<file path="src/common/lcr_pkg.sv">
// Purpose: constants for the link command response builder
// Assumes: 32-bit classic wishbone register bus, 25 MHz clock
// Notes: payload words leave most significant byte first
//
// Functional notes
// RULE1: accept set-link command with good checksum and id; answer type 0x89.
// RULE2: set-link answer word: response code high half, reason code low half.
// RULE3: command-specific reason codes only when reporting of them is enabled.
// RULE4: reason 0x1 when host network driver is active.
// RULE5: reason 0x2 when requested setting conflicts with fiber media.
// RULE6: reason 0x3 when requested settings contradict, e.g. forced gigabit half.
// RULE7: reason 0x4 when request exceeds current low-power capability.
// RULE8: reason 0x5 when more than one speed is forced.
// RULE9: reason 0x6 when a phy access fails during set-link or link-status.
// RULE10: controller sends link-status query as type 0x0a without payload.
// RULE11: accept link-status query with good checksum and id; answer type 0x8a.
// RULE12: link-status answer: codes, status word, other, vendor status, in order.
// RULE13: status bit 0 shows link up.
// RULE14: speed-duplex field zero if negotiation incomplete, serdes, or no mode.
// RULE15: speed-duplex encodes modes 1 to 8; 9 to 0xf reserved.
// RULE16: without serdes the field may show the forced link setting.
// RULE17: bit 5 set when auto-negotiation is enabled.
// RULE18: bit 5 zero when auto-negotiation is unsupported.
// RULE19: bit 6 set once auto-negotiation has completed.
// RULE20: bit 6 zero if negotiation unsupported or disabled; includes parallel detect.
// RULE21: bit 7 set when link came from parallel detection, else clear.
// RULE22: response words serialized most significant byte first.
package lcr_pkg;
  // ------------------------------------------------------------
  // register map (byte addresses)
  // ------------------------------------------------------------
  localparam logic [7:0] ADR_CMD = 8'h00;
  localparam logic [7:0] ADR_SETTINGS = 8'h04;
  localparam logic [7:0] ADR_CTRL = 8'h08;
  localparam logic [7:0] ADR_STATUS = 8'h0c;
  localparam logic [7:0] ADR_RSP_CODES = 8'h10;
  localparam logic [7:0] ADR_LINK_STATUS = 8'h14;
  // ------------------------------------------------------------
  // command register fields
  // ------------------------------------------------------------
  localparam int CMD_CSUM_OK_BIT = 8;
  localparam int CMD_ID_OK_BIT = 9;
  localparam logic [7:0] CMD_SET_LINK = 8'h09;
  localparam logic [7:0] CMD_GET_LINK = 8'h0a;
  localparam logic [7:0] RSP_SET_LINK = 8'h89;
  localparam logic [7:0] RSP_GET_LINK = 8'h8a;
  // ------------------------------------------------------------
  // link settings word fields
  // ------------------------------------------------------------
  localparam int SET_AN_BIT = 0;
  localparam int SET_SPD_LSB = 1;
  localparam int SET_SPD_W = 4;
  localparam int SET_1G_BIT = 3;
  localparam int SET_10G_BIT = 4;
  localparam int SET_HALF_BIT = 8;
  localparam int SET_FULL_BIT = 9;
  // ------------------------------------------------------------
  // control and status fields
  // ------------------------------------------------------------
  localparam int CTRL_REASON_EN_BIT = 0;
  localparam int CTRL_FIBER_BIT = 1;
  localparam logic [31:0] CTRL_RESET = 32'h0000_0001;
  localparam int STAT_BUSY_BIT = 0;
  localparam int STAT_DROP_BIT = 1;
  localparam int STAT_REFUSED_BIT = 2;
  localparam int STAT_TYPE_LSB = 8;
  // ------------------------------------------------------------
  // response and reason codes
  // ------------------------------------------------------------
  localparam logic [15:0] RC_OK = 16'h0000;
  localparam logic [15:0] RC_FAILED = 16'h0001;
  localparam logic [15:0] RS_NONE = 16'h0000;
  localparam logic [15:0] RS_HOST_DRV = 16'h0001;
  localparam logic [15:0] RS_MEDIA = 16'h0002;
  localparam logic [15:0] RS_PARAM = 16'h0003;
  localparam logic [15:0] RS_POWER = 16'h0004;
  localparam logic [15:0] RS_SPEED = 16'h0005;
  localparam logic [15:0] RS_PHY_ERR = 16'h0006;
  // ------------------------------------------------------------
  // link status word fields
  // ------------------------------------------------------------
  localparam int LS_LINK_BIT = 0;
  localparam int LS_SPD_LSB = 1;
  localparam int LS_AN_EN_BIT = 5;
  localparam int LS_AN_DONE_BIT = 6;
  localparam int LS_PDET_BIT = 7;
  localparam logic [3:0] SPD_NONE = 4'h0;
  localparam logic [3:0] SPD_MAX = 4'h8;
  // ------------------------------------------------------------
  // payload sizes in words minus one (bytes 16 up to checksum)
  // ------------------------------------------------------------
  localparam logic [1:0] WORDS_SET_LINK = 2'h0;
  localparam logic [1:0] WORDS_GET_LINK = 2'h3;
  localparam logic [1:0] BYTE_LAST = 2'h3;
  typedef enum logic [0:0] {
    LCR_IDLE = 1'b0,
    LCR_SEND = 1'b1
  } lcr_state_t;
endpackage

</file>
<file path="src/hw/lcr_top.sv">
// Purpose: builds set-link and link-status response payloads
// Assumes: checksum and id checks are done upstream and flagged in the command write
// Notes: phy status pins are synchronised; payload streams out a byte at a time
`timescale 1ns/1ns
module lcr_top #(
  parameter bit AN_SUPPORTED = 1'b1
) (
  input wire logic i_clk,
  input wire logic i_rst,
  input wire logic i_wb_cyc,
  input wire logic i_wb_stb,
  input wire logic i_wb_we,
  input wire logic [7:0] i_wb_adr,
  input wire logic [3:0] i_wb_sel,
  input wire logic [31:0] i_wb_dat,
  output logic [31:0] o_wb_dat,
  output logic o_wb_ack,
  input wire logic i_link_up,
  input wire logic i_an_enabled,
  input wire logic i_an_complete,
  input wire logic i_parallel_det,
  input wire logic i_serdes,
  input wire logic i_forced,
  input wire logic [3:0] i_forced_mode,
  input wire logic [3:0] i_highest_common_mode,
  input wire logic i_phy_err,
  input wire logic i_host_drv_active,
  input wire logic i_low_power,
  output logic o_rsp_valid,
  output logic [7:0] o_rsp_byte,
  output logic o_rsp_last,
  output logic [7:0] o_rsp_type,
  input wire logic i_rsp_ready
);
  // ------------------------------------------------------------
  // pin synchronisers
  // ------------------------------------------------------------
  localparam int PIN_W = 17;
  logic [PIN_W-1:0] pin_raw;
  logic [PIN_W-1:0] pin_s1_reg;
  logic [PIN_W-1:0] pin_s2_reg;
  logic [PIN_W-1:0] pin_s3_reg;
  logic [PIN_W-1:0] pin_reg;
  assign pin_raw = {i_link_up, i_an_enabled, i_an_complete, i_parallel_det, i_serdes,
    i_forced, i_forced_mode, i_highest_common_mode, i_phy_err, i_host_drv_active, i_low_power};
  always_ff @(posedge i_clk) begin
    if (i_rst) begin
      pin_s1_reg <= '0;
      pin_s2_reg <= '0;
      pin_s3_reg <= '0;
    end else begin
      pin_s1_reg <= pin_raw;
      pin_s2_reg <= pin_s1_reg;
      pin_s3_reg <= pin_s2_reg;
    end
  end
  genvar g;
  generate
    for (g = 0; g < PIN_W; g = g + 1) begin : g_pin
      // a change counts once the last two stages agree
      always_ff @(posedge i_clk) begin
        if (i_rst) begin
          pin_reg[g] <= 1'b0;
        end else if (pin_s2_reg[g] == pin_s3_reg[g]) begin
          pin_reg[g] <= pin_s3_reg[g];
        end
      end
    end
  endgenerate
  logic s_link_up;
  logic s_an_en;
  logic s_an_done;
  logic s_pdet;
  logic s_serdes;
  logic s_forced;
  logic [3:0] s_forced_mode;
  logic [3:0] s_hcm;
  logic s_phy_err;
  logic s_host_drv;
  logic s_low_power;
  assign {s_link_up, s_an_en, s_an_done, s_pdet, s_serdes, s_forced, s_forced_mode,
    s_hcm, s_phy_err, s_host_drv, s_low_power} = pin_reg;

  // ------------------------------------------------------------
  // wishbone slave
  // ------------------------------------------------------------
  logic [31:0] settings_reg;
  logic [31:0] ctrl_reg;
  logic [31:0] rsp_codes_reg;
  logic [31:0] link_status_reg;
  logic busy_reg;
  logic drop_reg;
  logic refused_reg;
  logic [7:0] last_type_reg;
  logic wb_req;
  logic wr_cmd;
  lcr_pkg::lcr_state_t state_reg;

  function automatic logic [31:0] merge(input logic [31:0] old, input logic [31:0] dat,
                                        input logic [3:0] sel);
    logic [31:0] res;
    res = old;
    for (int b = 0; b < 4; b++) begin
      if (sel[b]) begin
        res[8*b +: 8] = dat[8*b +: 8];
      end
    end
    return res;
  endfunction

  assign wb_req = i_wb_cyc && i_wb_stb && !o_wb_ack;
  assign wr_cmd = wb_req && i_wb_we && (i_wb_adr == lcr_pkg::ADR_CMD) && i_wb_sel[0];

  always_ff @(posedge i_clk) begin
    if (i_rst) begin
      o_wb_ack <= 1'b0;
    end else begin
      o_wb_ack <= wb_req;
    end
  end

  always_ff @(posedge i_clk) begin
    if (i_rst) begin
      o_wb_dat <= '0;
    end else if (wb_req && !i_wb_we) begin
      if (i_wb_adr == lcr_pkg::ADR_SETTINGS) begin
        o_wb_dat <= settings_reg;
      end else if (i_wb_adr == lcr_pkg::ADR_CTRL) begin
        o_wb_dat <= ctrl_reg;
      end else if (i_wb_adr == lcr_pkg::ADR_STATUS) begin
        o_wb_dat <= '0;
        o_wb_dat[lcr_pkg::STAT_BUSY_BIT] <= busy_reg;
        o_wb_dat[lcr_pkg::STAT_DROP_BIT] <= drop_reg;
        o_wb_dat[lcr_pkg::STAT_REFUSED_BIT] <= refused_reg;
        o_wb_dat[lcr_pkg::STAT_TYPE_LSB +: 8] <= last_type_reg;
      end else if (i_wb_adr == lcr_pkg::ADR_RSP_CODES) begin
        o_wb_dat <= rsp_codes_reg;
      end else if (i_wb_adr == lcr_pkg::ADR_LINK_STATUS) begin
        o_wb_dat <= link_status_reg;
      end else begin
        // command register and unmapped space read as zero
        o_wb_dat <= '0;
      end
    end
  end

  always_ff @(posedge i_clk) begin
    if (i_rst) begin
      settings_reg <= '0;
    end else if (wb_req && i_wb_we && i_wb_adr == lcr_pkg::ADR_SETTINGS) begin
      settings_reg <= merge(settings_reg, i_wb_dat, i_wb_sel);
    end
  end

  always_ff @(posedge i_clk) begin
    if (i_rst) begin
      ctrl_reg <= lcr_pkg::CTRL_RESET;
    end else if (wb_req && i_wb_we && i_wb_adr == lcr_pkg::ADR_CTRL) begin
      ctrl_reg <= merge(ctrl_reg, i_wb_dat, i_wb_sel);
    end
  end

  // ------------------------------------------------------------
  // command acceptance
  // ------------------------------------------------------------
  logic [7:0] cmd_type;
  logic cmd_good;
  logic is_set;
  logic is_get;
  logic take_cmd;
  assign cmd_type = i_wb_dat[7:0];
  assign cmd_good = i_wb_sel[1] && i_wb_dat[lcr_pkg::CMD_CSUM_OK_BIT] && i_wb_dat[lcr_pkg::CMD_ID_OK_BIT];
  assign is_set = cmd_good && (cmd_type == lcr_pkg::CMD_SET_LINK); // RULE1
  assign is_get = cmd_good && (cmd_type == lcr_pkg::CMD_GET_LINK); // RULE10 RULE11
  assign take_cmd = wr_cmd && !busy_reg && (is_set || is_get);

  // sticky flags; a new event wins over a same-cycle clear
  logic clr_stat;
  assign clr_stat = wb_req && i_wb_we && i_wb_adr == lcr_pkg::ADR_STATUS && i_wb_sel[0];
  always_ff @(posedge i_clk) begin
    if (i_rst) begin
      drop_reg <= 1'b0;
    end else if (wr_cmd && !(is_set || is_get)) begin
      drop_reg <= 1'b1;
    end else if (clr_stat && i_wb_dat[lcr_pkg::STAT_DROP_BIT]) begin
      drop_reg <= 1'b0;
    end
  end
  always_ff @(posedge i_clk) begin
    if (i_rst) begin
      refused_reg <= 1'b0;
    end else if (wr_cmd && busy_reg && (is_set || is_get)) begin
      refused_reg <= 1'b1;
    end else if (clr_stat && i_wb_dat[lcr_pkg::STAT_REFUSED_BIT]) begin
      refused_reg <= 1'b0;
    end
  end

  // ------------------------------------------------------------
  // set-link reason code
  // ------------------------------------------------------------
  logic [3:0] spd_req;
  logic multi_spd;
  logic an_req;
  logic [15:0] set_reason;
  assign spd_req = settings_reg[lcr_pkg::SET_SPD_LSB +: lcr_pkg::SET_SPD_W];
  assign multi_spd = (spd_req & (spd_req - 4'h1)) != 4'h0;
  assign an_req = settings_reg[lcr_pkg::SET_AN_BIT];
  always_comb begin
    if (s_phy_err) begin
      set_reason = lcr_pkg::RS_PHY_ERR; // RULE9
    end else if (s_host_drv) begin
      set_reason = lcr_pkg::RS_HOST_DRV; // RULE4
    end else if (ctrl_reg[lcr_pkg::CTRL_FIBER_BIT] && !an_req && (spd_req != 4'h0)
                 && !settings_reg[lcr_pkg::SET_1G_BIT] && !settings_reg[lcr_pkg::SET_10G_BIT]) begin
      set_reason = lcr_pkg::RS_MEDIA; // RULE5
    end else if (!an_req && multi_spd) begin
      set_reason = lcr_pkg::RS_SPEED; // RULE8
    end else if (!ctrl_reg[lcr_pkg::CTRL_FIBER_BIT] && !an_req && settings_reg[lcr_pkg::SET_1G_BIT]
                 && settings_reg[lcr_pkg::SET_HALF_BIT] && !settings_reg[lcr_pkg::SET_FULL_BIT]) begin
      set_reason = lcr_pkg::RS_PARAM; // RULE6
    end else if (s_low_power && (settings_reg[lcr_pkg::SET_1G_BIT] || settings_reg[lcr_pkg::SET_10G_BIT])) begin
      set_reason = lcr_pkg::RS_POWER; // RULE7
    end else begin
      set_reason = lcr_pkg::RS_NONE;
    end
  end

  // ------------------------------------------------------------
  // link status word
  // ------------------------------------------------------------
  logic an_en_eff;
  logic an_done_eff;
  logic [3:0] spd_field;
  logic [31:0] ls_word;
  assign an_en_eff = AN_SUPPORTED && s_an_en; // RULE17 RULE18
  assign an_done_eff = an_en_eff && s_an_done; // RULE19 RULE20
  always_comb begin
    if (s_serdes) begin
      spd_field = lcr_pkg::SPD_NONE; // RULE14
    end else if (s_forced) begin
      spd_field = (s_forced_mode > lcr_pkg::SPD_MAX) ? lcr_pkg::SPD_NONE : s_forced_mode; // RULE16
    end else if (!an_done_eff || s_hcm > lcr_pkg::SPD_MAX) begin
      spd_field = lcr_pkg::SPD_NONE; // RULE14 RULE15
    end else begin
      spd_field = s_hcm; // RULE15
    end
  end
  always_comb begin
    ls_word = '0;
    ls_word[lcr_pkg::LS_LINK_BIT] = s_link_up; // RULE13
    ls_word[lcr_pkg::LS_SPD_LSB +: 4] = spd_field;
    ls_word[lcr_pkg::LS_AN_EN_BIT] = an_en_eff;
    ls_word[lcr_pkg::LS_AN_DONE_BIT] = an_done_eff;
    ls_word[lcr_pkg::LS_PDET_BIT] = an_done_eff && s_pdet; // RULE21
  end

  logic [15:0] reason_next;
  always_comb begin
    if (is_set) begin
      reason_next = set_reason;
    end else if (s_phy_err) begin
      reason_next = lcr_pkg::RS_PHY_ERR; // RULE9
    end else begin
      reason_next = lcr_pkg::RS_NONE;
    end
  end

  always_ff @(posedge i_clk) begin
    if (i_rst) begin
      rsp_codes_reg <= '0;
      link_status_reg <= '0;
      last_type_reg <= '0;
    end else if (take_cmd) begin
      // code high half, reason low half
      rsp_codes_reg[31:16] <= (reason_next == lcr_pkg::RS_NONE) ? lcr_pkg::RC_OK : lcr_pkg::RC_FAILED; // RULE2
      rsp_codes_reg[15:0] <= ctrl_reg[lcr_pkg::CTRL_REASON_EN_BIT] ? reason_next : lcr_pkg::RS_NONE; // RULE3
      link_status_reg <= is_get ? ls_word : '0;
      last_type_reg <= is_set ? lcr_pkg::RSP_SET_LINK : lcr_pkg::RSP_GET_LINK; // RULE1 RULE11
    end
  end

  // ------------------------------------------------------------
  // payload serialiser
  // ------------------------------------------------------------
  logic [1:0] word_idx_reg;
  logic [1:0] byte_idx_reg;
  logic [1:0] words_last_reg;
  logic adv;
  logic [31:0] cur_word;
  assign adv = o_rsp_valid && i_rsp_ready;

  // other indications and vendor status words stay zero
  function automatic logic [31:0] pick_word(input logic [1:0] idx, input logic [31:0] w0,
                                            input logic [31:0] w1);
    if (idx == 2'h0) begin
      return w0;
    end else if (idx == 2'h1) begin
      return w1;
    end
    return '0;
  endfunction

  function automatic logic [7:0] pick_byte(input logic [31:0] w, input logic [1:0] b);
    return w[8*(3 - b) +: 8]; // RULE22
  endfunction

  assign cur_word = pick_word(word_idx_reg, rsp_codes_reg, link_status_reg); // RULE12
  // busy follows the state alone: folding take_cmd in would close a
  // combinational loop through the acceptance check, which already
  // refuses a command whenever a response is still streaming
  assign busy_reg = (state_reg == lcr_pkg::LCR_SEND);

  logic [1:0] nb;
  logic [1:0] nw;
  assign nb = byte_idx_reg + 2'h1;
  assign nw = word_idx_reg + 2'h1;

  always_ff @(posedge i_clk) begin
    if (i_rst) begin
      state_reg <= lcr_pkg::LCR_IDLE;
      word_idx_reg <= '0;
      byte_idx_reg <= '0;
      words_last_reg <= '0;
      o_rsp_valid <= 1'b0;
      o_rsp_byte <= '0;
      o_rsp_last <= 1'b0;
      o_rsp_type <= '0;
    end else begin
      case (state_reg)
        lcr_pkg::LCR_IDLE: begin
          if (take_cmd) begin
            state_reg <= lcr_pkg::LCR_SEND;
            word_idx_reg <= '0;
            byte_idx_reg <= '0;
            words_last_reg <= is_set ? lcr_pkg::WORDS_SET_LINK : lcr_pkg::WORDS_GET_LINK;
            o_rsp_type <= is_set ? lcr_pkg::RSP_SET_LINK : lcr_pkg::RSP_GET_LINK;
          end
        end
        lcr_pkg::LCR_SEND: begin
          if (!o_rsp_valid) begin
            // codes are now stored; present the first byte
            o_rsp_valid <= 1'b1;
            o_rsp_byte <= pick_byte(cur_word, byte_idx_reg);
            o_rsp_last <= 1'b0;
          end else if (adv) begin
            if (o_rsp_last) begin
              o_rsp_valid <= 1'b0;
              o_rsp_last <= 1'b0;
              state_reg <= lcr_pkg::LCR_IDLE;
            end else begin
              if (byte_idx_reg == lcr_pkg::BYTE_LAST) begin
                word_idx_reg <= nw;
                byte_idx_reg <= '0;
                o_rsp_byte <= pick_byte(pick_word(nw, rsp_codes_reg, link_status_reg), 2'h0);
                o_rsp_last <= 1'b0;
              end else begin
                byte_idx_reg <= nb;
                o_rsp_byte <= pick_byte(cur_word, nb);
                o_rsp_last <= (nb == lcr_pkg::BYTE_LAST) && (word_idx_reg == words_last_reg);
              end
            end
          end
        end
        default: begin
          state_reg <= lcr_pkg::LCR_IDLE;
        end
      endcase
    end
  end
endmodule

</file>
<file path="config.mk">
export PLATFORM = sky130hd
export DESIGN_NAME = lcr_top
export DESIGN_NICKNAME = d
export VERILOG_FILES = /design/src/common/lcr_pkg.sv /design/src/hw/lcr_top.sv
export SDC_FILE = /design/constraint.sdc
export NUM_CORES = 1
export LEC_CHECK = 0
export BUFFER_PORTS_ARGS = -buffer_cell sky130_fd_sc_hd__buf_2
export CAP_MARGIN = 20
export CORE_ASPECT_RATIO = 0.7
export CORE_UTILIZATION = 60
export DETAILED_ROUTE_END_ITERATION = 8
export MAX_ROUTING_LAYER = met4
export PLACE_DENSITY_LB_ADDON = 0.2
export SLEW_MARGIN = 0
export SYNTH_ARGS = -nofsm -noshare
export SYNTH_HDL_FRONTEND = slang
export SYNTH_SLANG_ARGS = --single-unit
</file>
<file path="constraint.sdc">
create_clock -name i_clk -period 4.15 [get_ports i_clk]
set_input_delay 0.415 -clock i_clk [delete_from_list [all_inputs] [get_ports i_clk]]
set_output_delay 0.415 -clock i_clk [all_outputs]
set_load 0.01 [all_outputs]
</file>
== Word-level counts from Yosys, hierarchy flattened ==
Cells that the tools add are included.

* Eq/ne operators: 36
* $lt $le $gt $ge: 2
* Add/sub/neg operators: 5
* Shift operators: 2
* Bitwise logic cells: 2
* Multiplexer cells: 66
* Reduce and logical (&&, ||, !) cells: 69

{| class="wikitable"
|+ Operator list
! kind !! count
|-
| $mux W32 || 11
|-
| $shiftx A32 B33 Y8 || 2
|-
| $mux W8 || 5
|-
| $logic_and A1 B1 Y1 || 35
|-
| $eq A8 B4 Y1 const B || 4
|-
| $mux W16 || 2
|-
| $mux W1 || 23
|-
| $mux W2 || 11
|-
| $mux W3 || 7
|-
| $reduce_and A2 Y1 || 10
|-
| $eq A1 B1 Y1 || 17
|-
| $eq A8 B5 Y1 const B || 2
|-
| $logic_not A16 Y1 || 1
|-
| $mux W4 || 4
|-
| $logic_not A1 Y1 || 10
|-
| $eq A8 B3 Y1 const B || 1
|-
| $gt A4 B4 Y1 const B || 2
|-
| $logic_not A8 Y1 || 1
|-
| $ne A2 B2 Y1 const B || 4
|-
| $pmux W2 S2 || 2
|-
| $reduce_bool A4 Y1 || 2
|-
| $ne A2 B1 Y1 const B || 3
|-
| $sub A2 B2 Y3 const A || 2
|-
| $reduce_and A5 Y1 || 1
|-
| other kinds (13) || 20
|}

* Word-level logic and storage cells: 225
* Output and inout bits: 51
* Flip-flop bits (word level): 264
* Bits of input ports: 67

== Longest topological paths before layout ==
Gate-level depths: netlist (run 1).

* Depth after elaboration: 15
* Gate-level depth with buffers: 9

== Worst setup path before layout (run 1) ==
No wires, ideal clock.

* Path type: in2reg
* From: input port i_wb_adr[7]
* To: register link_status_reg[4]
* Data arrival time: 2.476 ns
* Stages on the path: 7
* Buffers on the path: 2
* Setup slack: 1.559 ns
* Setup time: 0.115 ns
* Required time: 4.035 ns
* Cell sequence: or4_1 > buf_2 > or4b_4 > or3_4 > buf_6 > and2_1 > o21a_1

* Word-level cells in the longest chain between the ends: 5

{| class="wikitable"
|+ RTL lines
! element !! RTL line !! RTL
|-
| start: declaration || lcr_top.sv:13 || <nowiki>input wire logic [7:0] i_wb_adr,</nowiki>
|-
| $logic_not A8 Y1 || lcr_top.sv:112 || <nowiki>assign wr_cmd = wb_req && i_wb_we && (i_wb_adr == lcr_pkg::ADR_CMD) && i_wb_sel[0];</nowiki>
|-
| $logic_and A1 B1 Y1 (2 in series) || lcr_top.sv:112 ||
|-
| $logic_and A1 B1 Y1 (2 in series) || lcr_top.sv:175 || <nowiki>assign take_cmd = wr_cmd && !busy_reg && (is_set || is_get);</nowiki>
|-
| end signal: assignment || lcr_top.sv:278 || <nowiki>link_status_reg <= is_get ? ls_word : '0;</nowiki>
|-
| end: declaration || lcr_top.sv:90 || <nowiki>logic [31:0] link_status_reg;</nowiki>
|}

No other way between the ends.
A chain may end at the register's enable or synchronous reset.

== Worst setup path after layout (run 1) ==
* From: input port i_wb_adr[7]
* To: register link_status_reg[7]

Same word-level chain as after synthesis.

==> reports/summary.txt, run 1 <==
Clk sinks - 200
CTS tree - yes
Crit-path cells - buf_2, or4_1, or4b_4, or3_4, and3_1, a31o_2
Static leakage - 0.00335 uW
CTS buffer count - 17
CORE AREA - 12500 um^2
Row cnt - 34
Worst slack at placement - 1.22 ns
Slew @ Worst Pin - 1.01 ns
Worst reg-to-reg setup slack - 1.66 ns
Fin nets - 1038
YS warnings - 0
Total wire length - 18400 um
Setup ws final - 1.65 ns
Max-cap viol count - 0
IO Count - 118
Post-synthesis cell type count - 52
Crit share post-route - 60.1%
Worst Hold Class - in -> reg
Largest stage delay, worst path - 0.73 ns
Wire length per cell - 16.1 um
Clock insertion delay at the later pin of the skew report - 0.43 ns
Starting Density - 62.1%
Critical path arrival - 2.82 ns
Vias in the first global route - 6035
Violated checks - design-rule violations
Kind of critical path - in -> reg
Worst EP required - 4.47 ns
Asr flop ratio synth - 0%
Critical Path Sink Type - flip-flop
ANT nets after route - 0
PortBufs - 113
Sequential share of the synthesized area - 51.4%
Setup bufs post-CTS - 0
Commonest cells post-synth - 200 x dfxtp_1, 97 x nand2_1, 94 x a21oi_1
Routability Congestion - 0.951
First-pass GRT wire length - 30300 um
R2R cell count - 7
Crit path depth - 6
Clock-pin slew on the worst setup and hold paths - 0.08 ns
Status - complete, but fails checks
Synth Cell Area - 7790 um^2
End of the worst register-to-register path - o_rsp_byte[5]
Final core utilization - 71.9%
Prevailing post-synth register cell - dfxtp_1
Clk_skew - 0.00946 ns
Critical Path Slowest Stage Cell - or4_1
Hold-fix buffers, CTS - 0
Layout cell share with drive strength beyond 1 - 17.6%
Largest net degree at the start of global routing - 93
Die Y - 97.3 um
Post-synth EDFFs - 0
Cts repair resizes - 0
Fmax - 401 MHz
Clock Tree Buf Depth - 2
Grt ovf - 0
Crit. Startpoint - i_wb_adr[7]
RSZ-0062 raised after global routing - no
Initial antenna violation count - 2
Yosys reg bits - 200
Cell Pwr Density - 423 nW/um^2
Synth Instances - 884
Root Buffer - clkbuf_16
Post-detail-place hpwl - 12200 um
Startpoint types - input pin
Syn Area/Cell - 8.81 um^2
Worst reg2reg path startpoint - byte_idx_reg[0]
Die area - 13500 um^2
Crit path max-delay family - simple AND/OR/NAND/NOR gates
Drt drc - 14
Crit path to - link_status_reg[7]
Worst VDD drop - 0.000268 V
Synth top area share - 51.4%
DRT Pass-1 Iters - 7
DR vias/cell - 5.83
Die width - 138 um
Top post-synthesis cells by area - dfxtp_1 51%, a21oi_1 6.0%, nor2b_1 4.7%, nand2_1 4.7%, nand3_1 4.0%
Setup violators final - 0
Vias - 6665
Fill count - 915
Max FO, Critical Path - 22
Final hold vios - 0
Htree depth - 4
Top cell type by total area after synthesis - dfxtp_1
Min Tclk post-route - 2.50 ns
Setup TNS - 0 ns
Area grow syn2layout - 15.8%
Count leader, synth - dfxtp_1
Slew HR - 32.9%
Gr usage total - 28.9%
WP buf/inv - 1
Slew Limit Fails - 0
Starting DRT DRC Count - 639
==> per-stage QoR <==
step	power (uW)	std cells	cell area [um^2]	hold WS (ns)
after floorplan	2110	887	7800	0.414
after global placement	2180	1110	8400	0.415
after detailed placement	2190	1110	8400	0.424
after CTS	3840	1142	9020	0.169
after global routing	3940	1144	9020	0.163
final	3820	1144	9020	0.180
==> worst register-to-register path, cell delays in order, from the launching register on <==
cell     delay [ns]
dfxtp_1        0.47
inv_1          0.08
ha_1           0.33
nor4b_1        0.34
a31oi_1        0.16
nor4b_1        0.77
a22oi_1        0.16
nor2_1         0.13
==> layer usage <==
layer	track usage [%]	up-vias	share of wire [%]
met1	40.3	3085	48
met2	41.2	282	42
met3	6.80	35	8.6
met4	9.33	0	1.7
li1	-	3263	-
met5	-	-	0
==> cell usage in the layout, fill, tap and decap left out, types with 7 or more instances in the layout <==
master / netlist / final
a22oi_1: 20 / 20
nand2_1: 97 / 97
nor4b_1: 7 / 7
inv_1: 15 / 15
buf_2: 3 / 112
a31oi_1: 7 / 7
dfxtp_1: 200 / 200
o21ai_0: 42 / 42
nor2b_1: 59 / 59
nor3_1: 29 / 28
mux2i_1: 21 / 21
o21a_1: 9 / 9
a21oi_1: 94 / 94
nor2_1: 58 / 57
nor3b_1: 7 / 7
buf_4: 5 / 10
nand2b_1: 8 / 8
nand3_1: 62 / 62
and2_1: 7 / 7
clkbuf_16: 0 / 17
a221oi_1: 21 / 21
==> cell type report <==
class	instances	area [um^2]	area share [%]
Antenna cell	2	5.00	0.0555
Clock buffer	17	425	4.71
Clock inverter	15	195	2.16
Inverter	15	56.3	0.624
Multi-Input combinational cell	611	3500	38.8
Sequential cell	200	4000	44.4
Tap cell	162	203	2.25
Timing Repair Buffer	122	636	7.04
==> power breakdown <==
part           leakage [uW]  internal, uW  total [uW]  switching, uW
registers           0.00162          1950        1960           14.3
clock network      0.000296           831        1670            844
logic               0.00144          65.1         180            115
total               0.00335          2850        3820            973
==> worst min-delay path by stage <==
stage / start / to / slack [ns] / depth (start not counted)
global placement: pin_s1_reg[7] / pin_s2_reg[7] / 0.42 / 1
CTS: i_highest_common_mode[3] / pin_s1_reg[6] / 0.17 / 2
finish: i_forced_mode[0] / pin_s1_reg[7] / 0.18 / 2
global route: i_highest_common_mode[3] / pin_s1_reg[6] / 0.16 / 2
floorplan: pin_s1_reg[0] / pin_s2_reg[0] / 0.41 / 1
detailed placement: pin_s1_reg[3] / pin_s2_reg[3] / 0.42 / 1
==> logic make-up (layout without fill, tap and decap cells) <==
logic type                 count (synthesis)  count (layout)  synth area share [%]
AOI/OAI and AO/OA                        212             212                  16.6
adders and majority gates                  4               4                 0.642
other                                      1               6                0.0481
xor gates and xnor gates                   1               1                 0.112
buffers and inverters                     76             169                  4.14
DFF                                      200             200                  51.4
and+or+nand+nor                          369             369                  24.3
muxes                                     21              21                  2.70
No activity file was read; power rests on OpenSTA's default activity.
==> run 2, diff against run 1 <==
--- a/config.mk
+++ b/config.mk
@@ -8,7 +8,7 @@
 export BUFFER_PORTS_ARGS = -buffer_cell sky130_fd_sc_hd__buf_2
 export CAP_MARGIN = 20
 export CORE_ASPECT_RATIO = 0.7
-export CORE_UTILIZATION = 60
+export CORE_UTILIZATION = 51
 export DETAILED_ROUTE_END_ITERATION = 8
 export MAX_ROUTING_LAYER = met4
 export PLACE_DENSITY_LB_ADDON = 0.2
==> constraint.sdc (replaced) <==
create_clock -name i_clk -period 2.2 [get_ports i_clk]
set_input_delay 0.22 -clock i_clk [delete_from_list [all_inputs] [get_ports i_clk]]
set_output_delay 0.22 -clock i_clk [all_outputs]
set_load 0.01 [all_outputs]
==> reports/summary.txt, run 2 (synthesis gave the netlist of run 1 again) <==
Status - finished, final reports clean
Starting Density - 52.6% (-9.5 points)
Layout cell share with drive strength beyond 1 - 20.9% (+3.4 points)
Vias - 6911 (+3.7%)
Most frequent cells in the layout - 200 x dfxtp_1, 112 x buf_2, 97 x nand2_1
Worst EP required - 2.53 ns (-1.94 ns)
Placed instance area - 8800 um^2 (+4.8%)
Post-detail-place hpwl - 13600 um (+11%)
Htree depth - 4 (unchanged)
WHS - 0.0385 ns (-0.141 ns)
Slew HR - 52.7% (+20 points)
Setup TNS - 0 ns (unchanged)
R2R cell count - 5 (-2)
Slew @ Worst Pin - 0.709 ns (-0.296 ns)
Worst reg2reg path startpoint - o_wb_ack
RSZ-0062 raised after global routing - no
Max FO, Critical Path - 17 (-23%)
Die Y - 105 um (+8.3%)
Largest net degree at the start of global routing - 129 (+39%)
Worst Hold Class - in -> reg
Wire length per cell - 16.1 um (+0.17%)
Hold Path End - ctrl_reg[18]
Worst slack at placement - -0.144 ns (-1.37 ns)
Final hold vios - 0 (unchanged)
DR vias/cell - 5.61 (-3.7%)
Min Tclk post-route - 2.08 ns
ANT nets after route - 0 (unchanged)
End of the worst register-to-register path - link_status_reg[7]
CORE AREA - 14800 um^2 (+18%)
Static leakage - 0.00366 uW (+9.0%)
Slew Limit Fails - 0 (unchanged)
Root Buffer - clkbuf_16
Fin nets - 1095 (+5.5%)
Setup ws final - 0.120 ns (-1.53 ns)
Fill count - 1267 (+38%)
Vias in the first global route - 6285 (+4.1%)
Drt drc - 0 (-14)
Crit. Startpoint - o_wb_ack
Die area - 15800 um^2 (+17%)
Hold Crit Start - i_wb_dat[18]
Clock insertion delay at the later pin of the skew report - 0.44 ns (about the same)
Routability Congestion - 0.923 (-3.0%)
Fmax - 481 MHz
Cell Pwr Density - 770 nW/um^2 (+82%)
Clock Tree Buf Depth - 2 (unchanged)
Final core utilization - 65.0% (-6.9 points)
Row cnt - 37 (+8.8%)
Clock-pin slew on the worst setup and hold paths - 0.09 ns (about the same)
CTS tree - yes
# diodes - 0 (-2)
Cts repair resizes - 0 (unchanged)
Max-cap viol count - 0 (unchanged)
Die width - 150 um (+8.3%)
Grt ovf - 0 (unchanged)
Critical Path Sink Type - flip-flop
Initial antenna violation count - 0 (-2)
Worst VDD drop - 0.000506 V (+89%)
Finished Cell Area - 9620 um^2 (+6.6%)
CTS buffer count - 17 (unchanged)
Area grow syn2layout - 23.5%
PortBufs - 113 (unchanged)
Hold depth - 3 (+1)
First-pass GRT wire length - 32400 um (+6.7%)
Clk sinks - 200 (unchanged)
Startpoint types - flip-flop
Worst reg-to-reg setup slack - 0.12 ns (-1.54 ns)
Commonest non-fill, non-tap cell in the layout - dfxtp_1
Clk_skew - 0.00807 ns (-0.00139 ns)
Crit share post-route - 94.5%
Starting DRT DRC Count - 526 (-18%)
Gr usage total - 26.8% (-2.1 points)
DRT Pass-1 Iters - 5 (-2)
Critical path arrival - 2.41 ns (-0.41 ns)
IO Count - 118 (unchanged)
Kind of critical path - reg -> reg
Total wire length - 19900 um (+7.9%)
Setup violators final - 0 (unchanged)
## run 2: how the worst max path moves through the flow
stage                              end  slack [ns]  depth (start not counted)
floorplan           link_status_reg[6]       -0.06                          7
global placement    link_status_reg[7]       -0.13                          6
detailed placement  link_status_reg[7]       -0.14                          6
CTS                 link_status_reg[7]        0.04                          5
global route             o_rsp_byte[6]        0.04                          8
finish              link_status_reg[7]        0.12                          5
## run 2: cell type report
cell class                 count  area (um^2)  share of cell area [%]
sequential                   200         4000                    41.6
clock inverter                15          224                    2.33
tap                          195          244                    2.54
timing repair buffer         179         1160                    12.0
clock buffer                  17          425                    4.42
multi-input combinational    611         3510                    36.5
inverter                      15         56.3                   0.585
## run 2: worst max-delay path: stages (launching register included)
cell	delay, ns
dfxtp_1	0.32
nand4b_1	0.25
or4b_4	0.54
or3_4	0.44
and3_1	0.21
a31o_2	0.20
## run 2: metal layers
| metal | wire length (um) | share of wire (%) | global-route usage (%) | up-vias |
|---|---|---|---|---|
| met2 | 8360 | 42 | 36.4 | 272 |
| met1 | 9890 | 50 | 40.6 | 3239 |
| li1 | - | - | - | 3381 |
| met3 | 1400 | 7.0 | 4.03 | 19 |
| met5 | 0 | 0 | - | - |
| met4 | 239 | 1.2 | 7.22 | 0 |
## run 2: repair_timing
action | 4_1_cts | 5_1_grt
endpoints found under the setup margin | 0 | 1
setup buffers | 0 | 0
hold buffers | 17 | 0
hold endpoints to repair | 17 | 0
## run 2: metrics by stage
| stage | power, uW | cells |
|---|---|---|
| global route | 7650 | 1232 |
| global placement | 4150 | 1183 |
| finish | 7410 | 1232 |
| floorplan | 3980 | 887 |
| detailed placement | 4150 | 1183 |
| CTS | 7450 | 1232 |
## run 2: where the power goes
part	switching (uW)	leakage (uW)	internal, uW
logic	230	0.00172	162
clock network	1710	0.000311	1610
registers	26.9	0.00162	3680
total	1960	0.00366	5450
